$ cat src/logic/fadc_defs.svh
// register map, reset values and timing counts of the flash converter control
`ifndef FADC_DEFS_SVH
`define FADC_DEFS_SVH

`define FADC_ADDR_W 8
`define FADC_OFS_CTRL 8'h00
`define FADC_OFS_STATUS 8'h04
`define FADC_OFS_COUNT 8'h08

`define FADC_CTRL_DLY_LSB 0
`define FADC_CTRL_DLY_W 4

`define FADC_ST_CODE_LSB 0
`define FADC_ST_OVF_BIT 6
`define FADC_ST_MODE_SEL_BIT 8
`define FADC_ST_PHASE_BIT 9
`define FADC_ST_RESERVED_BIT 10
`define FADC_ST_PENDING_BIT 11

`define FADC_CLK_PERIOD_NS 10
`define FADC_APERTURE_DELAY_NS 25
`define FADC_CLK_DELAY_NS 10
`define FADC_ACQ_DELAY_CYC \
    ((`FADC_APERTURE_DELAY_NS + `FADC_CLK_DELAY_NS + `FADC_CLK_PERIOD_NS - 1) / `FADC_CLK_PERIOD_NS)

`define FADC_DE_N_DEFAULT 1'h0
`define FADC_OE_M_DEFAULT 1'h1

`endif

$ cat src/logic/fadc_pkg.sv
// types shared by the flash converter control modules
package fadc_pkg;
    typedef logic [5:0] fadc_code_t;
    typedef logic [63:0] fadc_therm_t;
    typedef enum logic [3:0] {
        FADC_PIPE_SLO = 4'h1,
        FADC_PIPE_SHI = 4'h2,
        FADC_ONE_SHOT = 4'h4,
        FADC_RESERVED = 4'h8
    } fadc_mode_e;
endpackage : fadc_pkg

$ cat src/logic/fadc_therm_enc.sv
// thermometer to binary encoder for the 64 comparator outputs
`timescale 1ns/100ps
module fadc_therm_enc (
    input wire fadc_pkg::fadc_therm_t therm,
    output fadc_pkg::fadc_code_t code,
    output logic overflow
);
    // counting ones tolerates single bubbles in the thermometer
    function automatic fadc_pkg::fadc_code_t fadc_count_ones(input logic [62:0] t);
        logic [6:0] n;
        n = 7'h00;
        for (int i = 0; i < 63; i++) begin
            n = n + {6'h00, t[i]};
        end
        return n[5:0];
    endfunction : fadc_count_ones

    assign code = fadc_count_ones(therm[62:0]);
    assign overflow = therm[63];
endmodule : fadc_therm_enc

$ cat src/logic/fadc_ctrl.sv
// timing and output control of a 6-bit flash converter, with APB status access
//
// Summary of operation
// two pipelined modes and one-shot, chosen only by mode_select and sample_phase pins.
// mode_select high converts on every clock cycle without any start command.
// pipelined, sample_phase low: sample while clock low, balance while high.
// pipelined, sample_phase high: sample while clock high, balance while low.
// acquisition window is the sample phase delayed by clock plus aperture delay.
// 64 comparator outputs encoded to binary, plus a separate overflow flag.
// 6-bit straight binary result, bit 5 most significant, bit 0 least.
// the system clocks conversions between 1 kHz and 6.0 MHz.
// undriven data_enable_n reads low, undriven output_enable_master reads high.
// enables act asynchronously; master low floats all; data also needs data_enable_n low.
// pipelined conversion takes 1.5 cycles; results move out as next sample is taken.
// both pins low gives one-shot, done in two edges (one clock pulse).
// the system never holds mode_select low with sample_phase high.
// code and overflow update together at sample-phase end, held until the next; one-shot updates them at the falling edge instead.
//
// Register access over APB and the register addresses were chosen for this implementation.
`timescale 1ns/100ps
`include "fadc_defs.svh"
module fadc_ctrl (
    input wire logic pclk,
    input wire logic presetn,
    input wire logic [7:0] paddr,
    input wire logic psel,
    input wire logic penable,
    input wire logic pwrite,
    input wire logic [31:0] pwdata,
    output logic [31:0] prdata,
    output logic pready,
    output logic pslverr,
    input wire logic conv_clk,
    input wire logic mode_select,
    input wire logic sample_phase,
    input wire fadc_pkg::fadc_therm_t comparator_therm,
    input wire logic data_enable_n,
    input wire logic data_enable_n_undriven,
    input wire logic output_enable_master,
    input wire logic output_enable_master_undriven,
    output logic sample_active,
    output logic balance_active,
    output logic acq_window,
    output logic [5:0] code_out,
    output logic [5:0] code_oe_n,
    output logic overflow_flag,
    output logic overflow_oe_n
);
    logic clk_q, clk_p_q;
    logic rise, fall, end_edge;
    fadc_pkg::fadc_mode_e mode_q;
    fadc_pkg::fadc_code_t enc_code, latch_code_q, code_q;
    logic enc_ovf, latch_ovf_q, ovf_q, pend_q;
    logic sample_q, balance_q, acq_q;
    logic [15:0] dly_line_q;
    logic [`FADC_CTRL_DLY_W-1:0] dly_q;
    logic [31:0] count_q, prdata_q;
    logic pready_q, pslverr_q;
    logic de_n_res, oe_m_res;
    logic is_pipe;

    ////////////////////////////////////////////////////////////////////////
    // clock edges and mode decode
    always_ff @(posedge pclk or negedge presetn) begin
        if (!presetn) begin
            clk_q <= 1'h0;
            clk_p_q <= 1'h0;
        end else begin
            clk_q <= conv_clk;
            clk_p_q <= clk_q;
        end
    end

    assign rise = clk_q & ~clk_p_q;
    assign fall = ~clk_q & clk_p_q;

    // pins are static, so sampling them every cycle is enough
    always_ff @(posedge pclk or negedge presetn) begin
        if (!presetn) begin
            mode_q <= fadc_pkg::FADC_RESERVED;
        end else begin
            case ({mode_select, sample_phase})
                2'h3: mode_q <= fadc_pkg::FADC_PIPE_SHI;
                2'h2: mode_q <= fadc_pkg::FADC_PIPE_SLO;
                2'h0: mode_q <= fadc_pkg::FADC_ONE_SHOT;
                default: mode_q <= fadc_pkg::FADC_RESERVED;
            endcase
        end
    end

    assign is_pipe = (mode_q == fadc_pkg::FADC_PIPE_SLO) || (mode_q == fadc_pkg::FADC_PIPE_SHI);
    assign end_edge = (mode_q == fadc_pkg::FADC_PIPE_SHI) ? fall : rise;

    ////////////////////////////////////////////////////////////////////////
    // sample and balance phases, acquisition window
    always_ff @(posedge pclk or negedge presetn) begin
        if (!presetn) begin
            sample_q <= 1'h0;
            balance_q <= 1'h0;
        end else begin
            case (mode_q)
                fadc_pkg::FADC_PIPE_SLO: begin
                    sample_q <= ~clk_q;
                    balance_q <= clk_q;
                end
                fadc_pkg::FADC_PIPE_SHI: begin
                    sample_q <= clk_q;
                    balance_q <= ~clk_q;
                end
                fadc_pkg::FADC_ONE_SHOT: begin
                    sample_q <= ~clk_q;
                    balance_q <= clk_q;
                end
                default: begin
                    sample_q <= 1'h0;
                    balance_q <= 1'h0;
                end
            endcase
        end
    end

    // delay of zero still costs one register stage
    always_ff @(posedge pclk or negedge presetn) begin
        if (!presetn) begin
            dly_line_q <= 16'h0000;
            acq_q <= 1'h0;
        end else begin
            dly_line_q <= {dly_line_q[14:0], sample_q};
            acq_q <= (dly_q == 4'h0) ? sample_q : dly_line_q[dly_q - 4'h1];
        end
    end

    ////////////////////////////////////////////////////////////////////////
    // comparator latch and output register
    fadc_therm_enc u_enc (
        .therm(comparator_therm),
        .code(enc_code),
        .overflow(enc_ovf)
    );

    always_ff @(posedge pclk or negedge presetn) begin
        if (!presetn) begin
            latch_code_q <= 6'h00;
            latch_ovf_q <= 1'h0;
            code_q <= 6'h00;
            ovf_q <= 1'h0;
            pend_q <= 1'h0;
        end else if (is_pipe) begin
            pend_q <= 1'h0;
            if (end_edge) begin
                latch_code_q <= enc_code;
                latch_ovf_q <= enc_ovf;
                code_q <= latch_code_q;
                ovf_q <= latch_ovf_q;
            end
        end else if (mode_q == fadc_pkg::FADC_ONE_SHOT) begin
            if (rise) begin
                latch_code_q <= enc_code;
                latch_ovf_q <= enc_ovf;
                pend_q <= 1'h1;
            end else if (fall && pend_q) begin
                code_q <= latch_code_q;
                ovf_q <= latch_ovf_q;
                pend_q <= 1'h0;
            end
        end else begin
            pend_q <= 1'h0;
        end
    end

    always_ff @(posedge pclk or negedge presetn) begin
        if (!presetn) begin
            count_q <= 32'h00000000;
        end else if ((is_pipe && end_edge) || (mode_q == fadc_pkg::FADC_ONE_SHOT && fall && pend_q)) begin
            count_q <= count_q + 32'h00000001;
        end
    end

    ////////////////////////////////////////////////////////////////////////
    // output buffers: enables stay combinational so they act asynchronously
    assign de_n_res = data_enable_n_undriven ? `FADC_DE_N_DEFAULT : data_enable_n;
    assign oe_m_res = output_enable_master_undriven ? `FADC_OE_M_DEFAULT : output_enable_master;
    assign overflow_oe_n = ~oe_m_res;
    assign code_oe_n = {6{~(oe_m_res & ~de_n_res)}};
    assign code_out = code_q;
    assign overflow_flag = ovf_q;
    assign sample_active = sample_q;
    assign balance_active = balance_q;
    assign acq_window = acq_q;

    ////////////////////////////////////////////////////////////////////////
    // APB slave, one wait state per access
    always_ff @(posedge pclk or negedge presetn) begin
        if (!presetn) begin
            pready_q <= 1'h0;
            pslverr_q <= 1'h0;
            prdata_q <= 32'h00000000;
            dly_q <= 4'(`FADC_ACQ_DELAY_CYC);
        end else begin
            pready_q <= psel & penable & ~pready_q;
            pslverr_q <= 1'h0;
            prdata_q <= 32'h00000000;
            if (psel && penable && !pready_q) begin
                case (paddr)
                    `FADC_OFS_CTRL: begin
                        if (!pwrite) begin
                            prdata_q <= {28'h0000000, dly_q};
                        end
                    end
                    `FADC_OFS_STATUS: begin
                        prdata_q[`FADC_ST_CODE_LSB +: 6] <= code_q;
                        prdata_q[`FADC_ST_OVF_BIT] <= ovf_q;
                        prdata_q[`FADC_ST_MODE_SEL_BIT] <= mode_select;
                        prdata_q[`FADC_ST_PHASE_BIT] <= sample_phase;
                        prdata_q[`FADC_ST_RESERVED_BIT] <= (mode_q == fadc_pkg::FADC_RESERVED);
                        prdata_q[`FADC_ST_PENDING_BIT] <= pend_q;
                    end
                    `FADC_OFS_COUNT: prdata_q <= count_q;
                    default: pslverr_q <= 1'h1;
                endcase
            end
            // write lands on the completing edge, the one at which the master sees pready
            if (psel && penable && pready_q && pwrite && (paddr == `FADC_OFS_CTRL)) begin
                dly_q <= pwdata[`FADC_CTRL_DLY_LSB +: `FADC_CTRL_DLY_W];
            end
        end
    end

    assign pready = pready_q;
    assign pslverr = pslverr_q;
    assign prdata = prdata_q;

    ////////////////////////////////////////////////////////////////////////
    // checks
    a_pipe_out_move: assert property (@(posedge pclk) disable iff (!presetn)
        (is_pipe && end_edge) |=> (code_q == $past(latch_code_q) && ovf_q == $past(latch_ovf_q)))
        else $error("pipelined output did not take the latched result");
    a_pipe_latch: assert property (@(posedge pclk) disable iff (!presetn)
        (is_pipe && end_edge) |=> (latch_code_q == $past(enc_code) && latch_ovf_q == $past(enc_ovf)))
        else $error("comparator result not latched at sample end");
    a_pipe_hold: assert property (@(posedge pclk) disable iff (!presetn)
        (is_pipe && !end_edge && $stable(mode_q)) |=> $stable(code_q))
        else $error("output code changed between updates");
    a_one_shot_out: assert property (@(posedge pclk) disable iff (!presetn)
        (mode_q == fadc_pkg::FADC_ONE_SHOT && fall && pend_q)
        |=> (code_q == $past(latch_code_q) && ovf_q == $past(latch_ovf_q)))
        else $error("one-shot result not delivered on falling edge");
    a_one_shot_latch: assert property (@(posedge pclk) disable iff (!presetn)
        (mode_q == fadc_pkg::FADC_ONE_SHOT && rise)
        |=> (pend_q && latch_code_q == $past(enc_code) && latch_ovf_q == $past(enc_ovf)))
        else $error("one-shot rising edge did not latch the comparators");
    a_phase_lo: assert property (@(posedge pclk) disable iff (!presetn)
        (mode_q == fadc_pkg::FADC_PIPE_SLO) ##1 (mode_q == fadc_pkg::FADC_PIPE_SLO)
        |-> (sample_q == ~$past(clk_q) && balance_q == $past(clk_q)))
        else $error("sampling not in clock low phase");
    a_phase_hi: assert property (@(posedge pclk) disable iff (!presetn)
        (mode_q == fadc_pkg::FADC_PIPE_SHI) ##1 (mode_q == fadc_pkg::FADC_PIPE_SHI)
        |-> (sample_q == $past(clk_q) && balance_q == ~$past(clk_q)))
        else $error("sampling not in clock high phase");
    a_acq_delay: assert property (@(posedge pclk) disable iff (!presetn)
        ($rose(sample_q) && dly_q == 4'h4) ##0 (dly_q == 4'h4)[*5] |=> $rose(acq_q))
        else $error("acquisition window not delayed by delay plus one cycles");
    a_master_float: assert property (@(posedge pclk) disable iff (!presetn)
        !oe_m_res |-> (overflow_oe_n && code_oe_n == 6'h3F))
        else $error("outputs driven with master enable low");
    a_data_enable: assert property (@(posedge pclk) disable iff (!presetn)
        oe_m_res |-> (!overflow_oe_n && (code_oe_n == (de_n_res ? 6'h3F : 6'h00))))
        else $error("data enable decode wrong");
    a_enable_default: assert property (@(posedge pclk) disable iff (!presetn)
        (data_enable_n_undriven && output_enable_master_undriven) |-> (code_oe_n == 6'h00 && !overflow_oe_n))
        else $error("undriven enables did not enable outputs");
    a_reserved_idle: assert property (@(posedge pclk) disable iff (!presetn)
        (mode_q == fadc_pkg::FADC_RESERVED) |=> ($stable(code_q) && !sample_q))
        else $error("activity in reserved mode");
endmodule : fadc_ctrl

$ cat config.mk
export PLATFORM = sky130hd
export DESIGN_NAME = fadc_ctrl
export DESIGN_NICKNAME = d
export VERILOG_FILES = /design/src/logic/fadc_pkg.sv /design/src/logic/fadc_therm_enc.sv /design/src/logic/fadc_ctrl.sv
export VERILOG_INCLUDE_DIRS = /design/src /design/src/logic
export SDC_FILE = /design/constraint.sdc
export NUM_CORES = 1
export LEC_CHECK = 0
export ABC_CLOCK_PERIOD_IN_PS = 3900
export BUFFER_PORTS_ARGS = -buffer_cell sky130_fd_sc_hd__buf_2
export CAP_MARGIN = 20
export CORE_MARGIN = 4
export CORE_UTILIZATION = 35
export DETAILED_ROUTE_END_ITERATION = 7
export RECOVER_POWER = 50
export SETUP_SLACK_MARGIN = 0.05
export SYNTH_ARGS = -nofsm -noshare
export SYNTH_HDL_FRONTEND = slang
export SYNTH_HIERARCHICAL = 1
export SYNTH_SLANG_ARGS = --single-unit
$ cat constraint.sdc
create_clock -name pclk -period 3.9 [get_ports pclk]
set_clock_uncertainty 0.15 [all_clocks]
set_input_delay 0.78 -clock pclk [delete_from_list [all_inputs] [get_ports pclk]]
set_output_delay 0.78 -clock pclk [all_outputs]
set_load 0.01 [all_outputs]
==> flow_metrics.py <==
metrics = {
    "drt": {
        "ant_nets": 0,
        "drc": 0,
        "dr.pass1.iters": 4,
        "drtIter0Drc": 205,
        "routedWlPerCell_um": 13.9,
        "drt_wl_total_um": 12300,
        "via_per_inst": 4.59,
        "dr_total_vias": 4086,
    },
    "power_and_ir_drop": {
        "power_mw": 8.72,
        "comb_power_share_pct": 74.1,
        "pwr-share-seq_pct": 15.4,
        "p_clk_share_pct": 10.6,
        "p_int_mw": 5.26,
        "p_sw_share_pct": 39.7,
        "p_per_area_nw_per_um2": 1160,
        "p_leak_nw": 3.82,
        "ir_drop_uv": 1270,
        "switchingPower_mw": 3.46,
    },
    "placement": {
        "gp_congestion": 0.784,
        "port_buffers": 138,
        "dpl_cell_area_um2": 7220,
        "hpwlAfterDp_um": 10100,
    },
    "grt": {
        "grt_max_degree": 67,
        "grt_pass1_vias": 4456,
        "grt-ovfl-total": 0,
        "grt_usage_pct": 12.8,
        "grt_pass1_wl_um": 20900,
        "antenna_found_initial": 0,
    },
    "worst_hold_path": {
        "hold_class": "flop to flop",
        "whs_path_depth": 0,
    },
    "logic_synthesis": {
        "netlist_area_um2": 6220,
        "seq_area_frac_synth_pct": 44.3,
        "synthFlopType": "dfrtp_1",
        "yosysWarnings": 6,
        "syn_area_per_cell_um2": 11.9,
        "synth-seq-cells": 110,
        "synth_edf_count": 0,
        "synthTopCellsByArea": "dfrtp_1, fa_1, inv_1",
        "synth_async_sr_flop_share_pct": 100,
        "syn-instance-count": 521,
        "yosys.area.top_type": "dfrtp_1",
        "syn_nets": 711,
        "synth_cell_type_count": 48,
        "yosysTopAreaCellShare_pct": 43.4,
    },
    "status": {
        "violations": "max-capacitance violations, max-slew violations, negative setup slack",
        "status": "finished with violations",
    },
    "worst_setup_path": {
        "reg2reg_from": "mode_q[1]",
        "r2r_end": "count_q[10]",
        "worstSetupEndpoint": "latch_code_q[4]",
        "worstSetupStartpoint": "comparator_therm[3]",
        "crit_type": "input port to flop",
        "crit_path_end_kind": "flop",
        "reg2reg_slack_ns": 1.53,
        "critPathMaxFanout": 2,
        "worstSetupStartpointType": "input port",
        "crit_arrival_ns": 6.87,
        "critPathRequiredTime_ns": 3.98,
        "reg2regPathDepth": 5,
    },
    "layout": {
        "diodes": 0,
        "design_area_um2": 7550,
        "drive_gt1_share_pct": 32.5,
        "syn_to_final_growth_pct": 21.2,
        "final_util_pct": 43.5,
        "nets": 850,
    },
    "timing": {
        "setup_slack_ns": -2.89,
        "slew_violations": 67,
        "fin_crit_sh_pct": 174,
        "finalHoldViolCount": 0,
        "min_period_ns": 6.79,
        "max_slew_margin_pct": -3.98,
        "clock.fmax_mhz": 147,
        "worstMarginPinSlew_ns": 1.56,
        "rsz0062_at_grt": "yes",
        "setup_violations": 6,
    },
    "clock_tree": {
        "post-cts-setup-buffers": 0,
        "cts_buffer_depth": 2,
        "root_buffer": "clkbuf_16",
        "clk_latency_ns": 0.34,
        "cts_tree": "built",
        "cts.htree.levels": 3,
        "cts_hold_buf": 0,
        "clk_pin_slew_ns": 0.07,
        "cts_buffers": 9,
        "clock-sinks": 110,
    },
    "floorplan": {
        "dieArea_um2": 20000,
        "initial_utilization_pct": 35.9,
        "rows": 48,
        "die_height_um": 141,
        "die_w_um": 141,
        "num_io_pins": 167,
        "core_area_um2": 17400,
    },
    "run": {
        "cap_violations": 1,
    },
}
==> cell type report <==
type / instances / area, um^2
clock buffers: 9 / 225
clock inverters: 7 / 83.8
fillers: 1647 / 9810
inverters: 91 / 349
multi-input cells: 301 / 3090
flip-flops and latches: 110 / 2760
well taps: 225 / 282
repair buffers: 147 / 767
==> metrics by stage <==
step	hold WS (ns)	std cells	setup TNS, ns	setup slack [ns]
final	0.222	890	-16.27	-2.89
after CTS	0.225	890	-16.32	-2.89
after detailed placement	0.210	874	-19.41	-3.41
after global routing	0.239	890	-17.33	-3.08
after floorplan	0.196	521	-17.33	-3.07
after global placement	0.204	874	-18.77	-3.30
==> flip-flops by register name, indices dropped and copies added (netlist names), 4 cells and up <==
register      count
mode_q            4
dly_q             4
dly_line_q       16
count_q          32
latch_code_q      6
prdata           32
code_out          6
==> layer usage <==
metal | GRT usage [%] | up-vias | wire (um)
li1 | - | 1944 | -
met1 | 15.1 | 2042 | 4870
met2 | 23.5 | 89 | 6590
met3 | 3.00 | 11 | 739
met4 | 3.52 | 0 | 147
met5 | 0 | - | 0
==> cell usage after synthesis (2+ instances only) <==
library cell  instances
and4bb_2              2
ha_1                 21
buf_4                 8
a21oi_2               2
clkbuf_1              8
nand3_1              16
xnor2_1              34
mux2_2               20
and3_1                7
nand4_1              16
dfrtp_1             108
nor3_1                3
or4_1                 2
mux4_2                3
fa_1                 53
buf_2                 3
a21oi_1               9
xor2_1                4
nor2_1               27
dfstp_2               2
nor2b_1               5
inv_1                91
and2_1               26
o311ai_0              2
and4_1                4
a22oi_1              11
nand2_1              12
nor3b_1               2
==> logic make-up after synthesis <==
group | after synthesis | share of synthesized area [%]
AOI/OAI and AO/OA | 36 | 4.76
xor gates and xnor gates | 38 | 5.35
adders and majority gates | 75 | 21.4
buffers and inverters | 110 | 7.18
DFF | 110 | 44.3
muxes | 25 | 5.29
and+or+nand+nor | 127 | 11.7
==> worst max-delay path, stage by stage <==
cell	delay, ns
buf_6	0.07
inv_2	0.03
fa_1	0.54
inv_2	0.05
ha_4	0.26
inv_2	0.03
fa_1	0.49
inv_1	0.05
fa_1	0.50
fa_1	0.43
fa_1	0.52
fa_1	0.43
fa_1	0.50
inv_2	0.04
fa_1	0.53
fa_1	0.44
inv_2	0.08
ha_4	0.13
inv_2	0.04
fa_2	0.36
inv_2	0.05
a21o_1	0.11
a21oi_2	0.05
xnor2_1	0.11
mux2_4	0.25
==> power by group through the flow <==
stage          Sequential [mW]  Clock (mW)  Combinational [mW]
2_1_floorplan             1.35           0                4.35
3_3_place_gp              1.36           0                5.90
3_5_place_dp              1.37           0                6.20
4_1_cts                   1.34       0.949                6.37
5_1_grt                   1.36        1.01                7.50
6_report                  1.34       0.921                6.46
==> worst min path at each step <==
stage	startpoint	slack, ns	endpoint
2_1_floorplan	dly_line_q[9]	0.20	dly_line_q[10]
3_3_place_gp	dly_line_q[9]	0.20	dly_line_q[10]
3_5_place_dp	dly_line_q[9]	0.21	dly_line_q[10]
4_1_cts	dly_line_q[1]	0.23	dly_line_q[2]
5_1_grt	dly_line_q[1]	0.24	dly_line_q[2]
6_report	dly_line_q[1]	0.22	dly_line_q[2]
==> timing repair <==
action	CTS	global route
pin swaps	17	3
gates resized for setup	8	6
endpoints found under the setup margin	6	6
==> layout by cell type (no fill, tap or decap), types with 12 or more instances in the layout <==
cell type  netlist  final
inv_1           91     80
nand4_1         16     16
nand2_1         12     12
xnor2_1         34     34
buf_2            3    134
nor2_1          27     27
mux2_2          20     16
and2_1          26     26
nand3_1         16     16
dfrtp_1        108    108
ha_1            21     18
fa_1            53     52
Note: power is estimated with default switching activity, not from simulation.
